--- config.mk ---
export PLATFORM = sky130hd
export DESIGN_NAME = tlic_core
export DESIGN_NICKNAME = d
export VERILOG_FILES = /design/src/logic/tlic_pkg.sv /design/src/logic/tlic_core.sv
export SDC_FILE = /design/constraint.sdc
export NUM_CORES = 1
export LEC_CHECK = 0
export ABC_AREA = 1
export ABC_CLOCK_PERIOD_IN_PS = 2000
export BUFFER_PORTS_ARGS = -buffer_cell sky130_fd_sc_hd__buf_2
export CAP_MARGIN = 20
export CORE_UTILIZATION = 47
export DETAILED_ROUTE_END_ITERATION = 8
export MAX_ROUTING_LAYER = met4
export PLACE_DENSITY = 0.76
export SLEW_MARGIN = 15
export SYNTH_ARGS = -nofsm -noshare
export SYNTH_HDL_FRONTEND = slang
export SYNTH_SLANG_ARGS = --single-unit
export TNS_END_PERCENT = 50
--- constraint.sdc ---
create_clock -name clock -period 2 [get_ports clock]
set_input_delay 0.4 -clock clock [delete_from_list [all_inputs] [get_ports clock]]
set_output_delay 0.4 -clock clock [all_outputs]
set_load 0.02 [all_outputs]
--- src/logic/tlic_pkg.sv ---
// Package for the two-level interrupt controller: register offsets,
// field positions, reset values, vector addresses and the sync depth.
// Assumes an 8-bit register port and a 21-bit program counter.
package tlic_pkg;

	// Register port geometry
	localparam int ADDR_W = 3;
	localparam int DATA_W = 8;
	localparam int PC_W   = 21;
	localparam int SRC_COUNT = 8;

	// Register offsets
	localparam logic [ADDR_W-1:0] OFS_RESET_CTRL = 3'h0;
	localparam logic [ADDR_W-1:0] OFS_INT_CTRL   = 3'h1;
	localparam logic [ADDR_W-1:0] OFS_FLAG       = 3'h2;
	localparam logic [ADDR_W-1:0] OFS_ENABLE     = 3'h3;
	localparam logic [ADDR_W-1:0] OFS_PRIORITY   = 3'h4;
	localparam logic [ADDR_W-1:0] OFS_SERVICE    = 3'h5;

	// Field positions
	localparam int PRIO_MODE_BIT   = 7;
	localparam int GLOBAL_HIGH_BIT = 7;
	localparam int GLOBAL_LOW_BIT  = 6;
	localparam int SVC_HIGH_BIT    = 0;
	localparam int SVC_LOW_BIT     = 1;

	// Reset values
	localparam logic [DATA_W-1:0] RST_RESET_CTRL = 8'h00;
	localparam logic [DATA_W-1:0] RST_INT_CTRL   = 8'h00;
	localparam logic [DATA_W-1:0] RST_FLAG       = 8'h00;
	localparam logic [DATA_W-1:0] RST_ENABLE     = 8'h00;
	localparam logic [DATA_W-1:0] RST_PRIORITY   = 8'hff;

	// Vector addresses
	localparam logic [PC_W-1:0] VEC_HIGH = 21'h000008;
	localparam logic [PC_W-1:0] VEC_LOW  = 21'h000018;

	// Instruction boundaries a request must persist before it is taken
	localparam int SYNC_BOUNDARIES = 2;

	// Which register a read or write selects
	typedef enum logic [2:0] {
		TLIC_SEL_NONE,
		TLIC_SEL_RESET_CTRL,
		TLIC_SEL_INT_CTRL,
		TLIC_SEL_FLAG,
		TLIC_SEL_ENABLE,
		TLIC_SEL_PRIORITY,
		TLIC_SEL_SERVICE
	} tlic_sel_t;

endpackage

--- src/logic/tlic_core.sv ---
// Two-level priority interrupt controller with compatibility mode.
// Assumes a core sequencer that pulses instr_boundary once per
// instruction cycle, offers its return address, pushes and loads the
// PC on our pulses, and pulses return_from_service for the return op.
//
// Our own choices: the address map and the plain strobed port.
`timescale 1ns/1ps
`default_nettype none

// Contract
// - Each source has flag, enable, priority bits
// - High vector 000008h, low vector 000018h
// - High request preempts running low routine
// - No low request taken during high service
// - Priority mode only while reset-control bit7 set
// - Priority mode: bit7 high, bit6 low enable
// - Flag, enable, global enable set: vector now
// - Clearing source enable blocks only that source
// - Compatibility mode ignores priority bits
// - Compatibility: bit6 peripherals, bit7 all sources
// - Compatibility mode always vectors to 000008h
// - Acceptance clears the applicable global enable
// - Acceptance pushes return address, loads vector
// - Return op sets applicable global enable again; a return in an accept cycle is ignored
// - Pin event to vector: three-four cycles
// - Flags set regardless of any enable
module tlic_core #(
	parameter int                       NUM_SRC     = tlic_pkg::SRC_COUNT,
	parameter logic [NUM_SRC-1:0]       PERIPH_MASK = NUM_SRC'(8'hf0)
) (
	// Clock and reset
	input  wire logic                       clock,
	input  wire logic                       arst_n,
	// Register port
	input  wire logic [tlic_pkg::ADDR_W-1:0] reg_addr,
	input  wire logic [tlic_pkg::DATA_W-1:0] reg_wdata,
	input  wire logic                       reg_wr,
	input  wire logic                       reg_rd,
	output logic      [tlic_pkg::DATA_W-1:0] reg_rdata,
	// Interrupt sources
	input  wire logic [NUM_SRC-1:0]         src_event,
	// Core sequencer
	input  wire logic                       instr_boundary,
	input  wire logic [tlic_pkg::PC_W-1:0]  return_addr,
	input  wire logic                       return_from_service,
	output logic                            stack_push,
	output logic      [tlic_pkg::PC_W-1:0]  push_addr,
	output logic                            pc_load,
	output logic      [tlic_pkg::PC_W-1:0]  pc_vector
);

	// Register decode, used by both the write and the read path
	function automatic tlic_pkg::tlic_sel_t decode(
		input logic [tlic_pkg::ADDR_W-1:0] a);
		case (a)
			tlic_pkg::OFS_RESET_CTRL: decode = tlic_pkg::TLIC_SEL_RESET_CTRL;
			tlic_pkg::OFS_INT_CTRL:   decode = tlic_pkg::TLIC_SEL_INT_CTRL;
			tlic_pkg::OFS_FLAG:       decode = tlic_pkg::TLIC_SEL_FLAG;
			tlic_pkg::OFS_ENABLE:     decode = tlic_pkg::TLIC_SEL_ENABLE;
			tlic_pkg::OFS_PRIORITY:   decode = tlic_pkg::TLIC_SEL_PRIORITY;
			tlic_pkg::OFS_SERVICE:    decode = tlic_pkg::TLIC_SEL_SERVICE;
			default:                  decode = tlic_pkg::TLIC_SEL_NONE;
		endcase
	endfunction

	// State
	logic [tlic_pkg::DATA_W-1:0] rst_ctrl_reg;
	logic [tlic_pkg::DATA_W-1:0] int_ctrl_reg;
	logic [NUM_SRC-1:0]          flag_reg;
	logic [NUM_SRC-1:0]          enable_reg;
	logic [NUM_SRC-1:0]          prio_reg;
	logic                        svc_high_reg;
	logic                        svc_low_reg;
	logic [tlic_pkg::SYNC_BOUNDARIES-1:0] sync_reg;

	// Combinational terms
	tlic_pkg::tlic_sel_t wsel;
	logic [NUM_SRC-1:0]  active;
	logic                prio_mode;
	logic                gie_high;
	logic                gie_low;
	logic                req_high;
	logic                req_low;
	logic                req_any;
	logic                accept;
	logic                take_high;

	assign wsel      = decode(reg_addr);
	assign prio_mode = rst_ctrl_reg[tlic_pkg::PRIO_MODE_BIT];
	assign gie_high  = int_ctrl_reg[tlic_pkg::GLOBAL_HIGH_BIT];
	assign gie_low   = int_ctrl_reg[tlic_pkg::GLOBAL_LOW_BIT];
	// A source counts only with its own enable set
	assign active    = flag_reg & enable_reg;

	// Request qualification for both modes
	always_comb begin
		if (prio_mode) begin
			req_high = gie_high && |(active & prio_reg);
			// Low level is held off for the whole high routine
			req_low  = gie_low && !svc_high_reg
				&& |(active & ~prio_reg);
		end else begin
			// Priority bits play no part here
			req_high = gie_high && (|(active & ~PERIPH_MASK)
				|| (gie_low && |(active & PERIPH_MASK)));
			req_low  = 1'b0;
		end
	end

	assign req_any   = req_high || req_low;
	// A request must persist over the sync boundaries, which lands the
	// vector three to four instruction cycles after the event
	assign accept    = instr_boundary && sync_reg[tlic_pkg::SYNC_BOUNDARIES-1]
		&& req_any && !pc_load;
	assign take_high = req_high;

	// Boundary pipeline; a request that drops restarts it
	always_ff @(posedge clock or negedge arst_n) begin
		if (!arst_n) begin
			sync_reg <= '0;
		end else if (!req_any || accept) begin
			sync_reg <= '0;
		end else if (instr_boundary) begin
			sync_reg <= {sync_reg[tlic_pkg::SYNC_BOUNDARIES-2:0], 1'b1};
		end
	end

	// Per-source bits; an event beats a clearing write in the same cycle
	always_ff @(posedge clock or negedge arst_n) begin
		if (!arst_n) begin
			flag_reg   <= NUM_SRC'(tlic_pkg::RST_FLAG);
			enable_reg <= NUM_SRC'(tlic_pkg::RST_ENABLE);
			prio_reg   <= NUM_SRC'(tlic_pkg::RST_PRIORITY);
		end else begin
			if (reg_wr && wsel == tlic_pkg::TLIC_SEL_FLAG) begin
				flag_reg <= NUM_SRC'(reg_wdata) | src_event;
			end else begin
				flag_reg <= flag_reg | src_event;
			end
			if (reg_wr && wsel == tlic_pkg::TLIC_SEL_ENABLE) begin
				enable_reg <= NUM_SRC'(reg_wdata);
			end
			if (reg_wr && wsel == tlic_pkg::TLIC_SEL_PRIORITY) begin
				prio_reg <= NUM_SRC'(reg_wdata);
			end
		end
	end

	// Mode register; the mode bit starts clear
	always_ff @(posedge clock or negedge arst_n) begin
		if (!arst_n) begin
			rst_ctrl_reg <= tlic_pkg::RST_RESET_CTRL;
		end else if (reg_wr && wsel == tlic_pkg::TLIC_SEL_RESET_CTRL) begin
			rst_ctrl_reg <= reg_wdata;
		end
	end

	// Global enables: hardware clear or set outranks a software write,
	// otherwise a write in the accept cycle could cause a re-entry
	always_ff @(posedge clock or negedge arst_n) begin
		if (!arst_n) begin
			int_ctrl_reg <= tlic_pkg::RST_INT_CTRL;
		end else if (accept) begin
			if (take_high || !prio_mode) begin
				int_ctrl_reg[tlic_pkg::GLOBAL_HIGH_BIT] <= 1'b0;
			end else begin
				int_ctrl_reg[tlic_pkg::GLOBAL_LOW_BIT] <= 1'b0;
			end
		end else if (return_from_service) begin
			if (prio_mode && !svc_high_reg && svc_low_reg) begin
				int_ctrl_reg[tlic_pkg::GLOBAL_LOW_BIT] <= 1'b1;
			end else begin
				int_ctrl_reg[tlic_pkg::GLOBAL_HIGH_BIT] <= 1'b1;
			end
		end else if (reg_wr && wsel == tlic_pkg::TLIC_SEL_INT_CTRL) begin
			int_ctrl_reg <= reg_wdata;
		end
	end

	// Which level is in service; high may nest over low
	always_ff @(posedge clock or negedge arst_n) begin
		if (!arst_n) begin
			svc_high_reg <= 1'b0;
			svc_low_reg  <= 1'b0;
		end else if (accept) begin
			if (take_high) begin
				svc_high_reg <= 1'b1;
			end else begin
				svc_low_reg <= 1'b1;
			end
		end else if (return_from_service) begin
			if (svc_high_reg) begin
				svc_high_reg <= 1'b0;
			end else begin
				svc_low_reg <= 1'b0;
			end
		end
	end

	// Core hand-off: push and load in the cycle after acceptance
	always_ff @(posedge clock or negedge arst_n) begin
		if (!arst_n) begin
			stack_push <= 1'b0;
			pc_load    <= 1'b0;
			push_addr  <= '0;
			pc_vector  <= '0;
		end else begin
			stack_push <= accept;
			pc_load    <= accept;
			if (accept) begin
				push_addr <= return_addr;
				// Compatibility mode only raises the high request
				pc_vector <= take_high ? tlic_pkg::VEC_HIGH
					: tlic_pkg::VEC_LOW;
			end
		end
	end

	// Read data, valid only in the cycle after the strobe
	always_ff @(posedge clock or negedge arst_n) begin
		if (!arst_n) begin
			reg_rdata <= '0;
		end else if (reg_rd) begin
			case (decode(reg_addr))
				tlic_pkg::TLIC_SEL_RESET_CTRL: reg_rdata <= rst_ctrl_reg;
				tlic_pkg::TLIC_SEL_INT_CTRL:   reg_rdata <= int_ctrl_reg;
				tlic_pkg::TLIC_SEL_FLAG:       reg_rdata <= 8'(flag_reg);
				tlic_pkg::TLIC_SEL_ENABLE:     reg_rdata <= 8'(enable_reg);
				tlic_pkg::TLIC_SEL_PRIORITY:   reg_rdata <= 8'(prio_reg);
				tlic_pkg::TLIC_SEL_SERVICE:
					reg_rdata <= 8'({svc_low_reg, svc_high_reg});
				default:                       reg_rdata <= '0;
			endcase
		end else begin
			reg_rdata <= '0;
		end
	end
endmodule

`default_nettype wire

# Word-level counts from Yosys, hierarchy flattened
# Index checks and enable logic that the tools add are counted.
# word_totals
register_bits	95
input_bits	46
out_inout_bits	52
wordCells	105
# classes
n_eq_ne	23
n_mux	24
n_bitwise	8
reduce_logical	36
# ops
operator	count
8-bit case mux with 6 select lines	1
8-bit bitwise AND	3
8-bit 2-to-1 mux	3
3-bit == test, second input constant	7
3-bit by 2-bit == test with 1-bit output, second input constant	6
3-bit case mux with 6 select lines	1
8-bit bitwise OR	2
8-bit OR reduction	2
1-bit logical AND	15
1-bit 2-to-1 mux	13
3-bit AND reduction	4
3-bit by 1-bit == test with 1-bit output, second input constant	3
2-bit 2-to-1 mux	4
8-bit NOT	1
4-bit OR reduction	2
2-bit != test, second input constant	3
5-bit 2-to-1 mux	1
1-bit logical NOT	4
1-bit logical OR	4
2-bit by 1-bit != test with 1-bit output, second input constant	2
2-bit nonzero test	2
3-bit logical NOT	1
3-bit 2-to-1 mux	1
3-bit by 1-bit != test with 1-bit output, second input constant	1
other kinds (4)	5

# Depth between registers and ports, before layout
# depth
ltp_word	11
depth_mapped	13
depth_no_buf	12

# Least setup slack after synthesis
# OpenSTA, ideal clock, no wires.
# synth_path
kind	register to register
start	reg prio_reg[4]
end	reg int_ctrl_reg[2] (netlist name)
arrival_time_ns	1.392
required_ns	1.881
setup_slack_ns	0.489
path_stages_with_launch	12
n_path_buf	1
synth_period_minus_slack_ns	1.511
cell_sequence	dfstp_2 -> nand3b_1 -> o21ai_0 -> nor2_1 -> nand2_1 -> nand2_1 -> nand2_2 -> nand2_4 -> nand3_2 -> buf_6 -> nand2_2 -> o21ai_2
# synth_via
elab_chain_cells	10
elab_cells_between_ends	14
classes_between	mux: 2; bitwise: 4; reduce/logical: 8
# synth_rtl
element	line	text
start: declaration	tlic_core.sv:71	logic [NUM_SRC-1:0] prio_reg;
start signal: assignment	tlic_core.sv:133	prio_reg <= NUM_SRC'(tlic_pkg::RST_PRIORITY);
start signal: assignment	tlic_core.sv:144	prio_reg <= NUM_SRC'(reg_wdata);
8-bit NOT	tlic_core.sv:101	&& |(active & ~prio_reg);
8-bit bitwise AND	tlic_core.sv:101	
8-bit OR reduction	tlic_core.sv:101	
1-bit logical AND	tlic_core.sv:101	
1-bit 2-to-1 mux	tlic_core.sv:97	if (prio_mode) begin
1-bit logical OR (*)	tlic_core.sv:110	assign req_any = req_high || req_low;
1-bit logical AND (*) (2 in series)	tlic_core.sv:114	&& req_any && !pc_load;
1-bit NOT (no source line) (*)	-	
3-bit AND reduction (no source line) (*)	-	
end signal: assignment	tlic_core.sv:162	int_ctrl_reg <= tlic_pkg::RST_INT_CTRL;
end signal: assignment	tlic_core.sv:176	int_ctrl_reg <= reg_wdata;
end: declaration	tlic_core.sv:68	logic [tlic_pkg::DATA_W-1:0] int_ctrl_reg;
# Mark *: on every way between the ends. The rest lies on a longest branch, timed or not.
# A chain may end at the register's enable or synchronous reset.

# Final worst setup path
# layout_path
start	reg prio_reg[4]
end	reg pc_vector[3] (netlist name)
# layout_via
elab_chain_cells	8
elab_cells_between_ends	12
classes_between	mux: 2; bitwise: 3; reduce/logical: 7
# layout_rtl
element	line	text
8-bit NOT	tlic_core.sv:101	
8-bit bitwise AND	tlic_core.sv:101	
8-bit OR reduction	tlic_core.sv:101	
1-bit logical AND	tlic_core.sv:101	
1-bit 2-to-1 mux	tlic_core.sv:97	
1-bit logical OR (*)	tlic_core.sv:110	
1-bit logical AND (*) (2 in series)	tlic_core.sv:114	
end signal: assignment	tlic_core.sv:213	pc_vector <= take_high ? tlic_pkg::VEC_HIGH
end: declaration	tlic_core.sv:49	output logic [tlic_pkg::PC_W-1:0] pc_vector
# Marks and branches as above.

==> impl_metrics.ini <==
[timing]
max-slew-margin-rel = 0.620
hold_viol_final = 0
min_period_over_period = 0.922
fmax_ghz = 0.543
tightest_slew_ps = 569
setup_viol = 0
grt_setup_unrepaired = no
period_needed_ps = 1840
finClkSkew_ps = 18.3
drv_slew = 0
fin_tns_setup_ps = 0

[hold_path]
min_path_type = input pin to register
min_from = return_addr[16]

[synthesis]
syn_area_sq_um = 3580
synth_area_leaders = dfrtp_1 (48%), nand2_1 (15%), dfstp_2 (5.9%)
synthArstFlopShare = 1.00
synth-compound-area-share = 0.130
synth_top_family_by_area = simple AND/OR/NAND/NOR gates
synth-edff-count = 0
synth_ff_type = dfrtp_1
yosys.area_share.simple = 0.242
yosysUniqueCellTypes = 29
synthAdderAreaFrac = 0
synthMuxAreaShare = 0
synth-xor-area-share = 0
synth_top_cell_by_area = dfrtp_1
synth_seq_cells = 76
yosys_warnings = 0
synth_area_per_cell_sq_um = 8.79
synthCells = 407
synth_top_cell_area_share = 0.476
yosysSeqAreaShare = 0.534

[layout]
fin_cells = 599
n_fill_cell = 680
drive_gt1_frac = 0.285
top_register = push_addr
syn_to_final_growth_pct = 18.3
postLayoutCellArea_sq_um = 4230
nets = 540
post-route-util = 0.581
final_common_cell = nand2_1
largest_reg_flops = 21
layout_common_cells = nand2_1 (147), buf_2 (77), dfrtp_1 (68), o21ai_0 (37), inv_1 (23)

[placed_design]
portBuffers = 78
gp_congestion = 0.922
hpwl_mm = 5.88
dp.cells = 581
place_area_sq_um = 4010

[die]
coreArea_sq_um = 7290
ios = 98
start_util = 0.491
num_rows = 31
fp.dieArea_sq_um = 7970
die_y_um = 89.3
die_w_um = 89.3

[route]
ant_nets = 0
drt-initial-drc-count = 201
vias_per_cell = 5.03
totalWireLength_mm = 8.11
dr.pass1.iters = 4
drc = 0
dr_total_vias = 3014
wl_per_cell_um = 13.5

[clock_tree]
clockRootBuffer = clkbuf_8
cts_buffer_depth = 2
cts_tree = built
cts_buffers = 9
cts_setup_buffers = 0
cts.htree.levels = 3
clkSinkCount = 76
insertion_delay_ps = 360
clk_pin_slew_worst_paths_ps = 90

[worst_setup_path]
crit_start = prio_reg[4]
startpoint_type = register
r2r_start = prio_reg[4]
crit_required_ps = 2250
cp-end-kind = register
critPathKind = register to register
crit_fanout = 23
crit_arrival_ps = 2100
r2r_slack_ps = 160
rr_endpoint = pc_vector[3]
crit_end = pc_vector[3]
reg2reg_depth = 9

[pwr]
leakagePower_nw = 2.23
power_density_nw_per_um2 = 943
vdd_ir_drop_max_mv = 0.369
p_total_mw = 3.99

[grt]
grt_pass1_vias = 2720
antenna_found_initial = 0
grt_first_pass_wirelength_mm = 13.1
grt_usage = 0.229
gr-total-overflow = 0
grt_max_degree = 40

[run_status]
run_status = finished, final reports clean

[run]
cap_viol_max_count = 0
[worst min path at each step]
| stage | end | slack [ps] | cells after the start |
|---|---|---|---|
| after floorplan | enable_reg[0] | 100 | 0 |
| after global placement | flag_reg[2] | 320 | 1 |
| after detailed placement | flag_reg[2] | 320 | 1 |
| after CTS | push_addr[16] | 220 | 3 |
| after global routing | push_addr[16] | 230 | 3 |
| final | push_addr[16] | 220 | 3 |
[power breakdown]
group / switching, mW / internal (mW) / total, mW
clock network: 0.592 / 0.582 / 1.17
registers: 0.172 / 1.80 / 1.97
logic: 0.537 / 0.307 / 0.844
[through the flow]
stage	hold slack, ps	worst slack [ps]
after floorplan	104	489
after global placement	316	127
after detailed placement	316	80.8
after CTS	222	62.0
after global routing	233	31.5
final	223	157
[cell usage after synthesis (5+ instances only)]
cell,n
o21ai_2,6
inv_1,23
a41oi_1,8
buf_4,22
dfrtp_1,68
o21ai_0,37
nand2_1,147
a22oi_1,10
a21oi_1,9
dfstp_2,8
nor2_1,13
nand2_2,5
nand3_1,14
inv_2,5
nand3_2,6
[what timing repair did]
action                                  CTS  global route
hold buffers                              1             0
endpoints found under the hold margin    17             0
endpoints found under the setup margin    0             8
gates resized for setup                   0             1
[kinds of logic (layout without fill, tap and decap cells)]
family | count (synthesis) | count (layout)
compound gates | 74 | 74
buf+inv | 58 | 132
simple gates | 198 | 198
flops | 76 | 76
other cells | 1 | 20
[final cells by class]
| class | instances | area [sq um] | area share |
|---|---|---|---|
| Sequential cell | 76 | 1910 | 0.452 |
| Multi-Input combinational cell | 291 | 1410 | 0.332 |
| Timing Repair Buffer | 88 | 483 | 0.114 |
| Clock buffer | 9 | 124 | 0.0293 |
| Tap cell | 99 | 124 | 0.0293 |
| Inverter | 28 | 105 | 0.0248 |
| Clock inverter | 7 | 76.3 | 0.0180 |
| Antenna cell | 1 | 2.50 | 0.000591 |
[worst max-delay path: stages, from the launching register on]
cell	delay, ps
dfstp_2	560
nand3b_1	100
o21ai_0	80
nor2_1	120
nand2_1	60
nand2_1	70
nand2_2	90
nand2_4	150
inv_2	190
or2_2	320
[metal layers]
layer | vias up | GRT usage | share of wire
met5 | - | - | 0
met4 | 0 | 0.105 | 0.020
met3 | 14 | 0.0286 | 0.041
met2 | 92 | 0.359 | 0.49
met1 | 1446 | 0.299 | 0.45
li1 | 1462 | - | -
(Power assumes the default switching activity.)
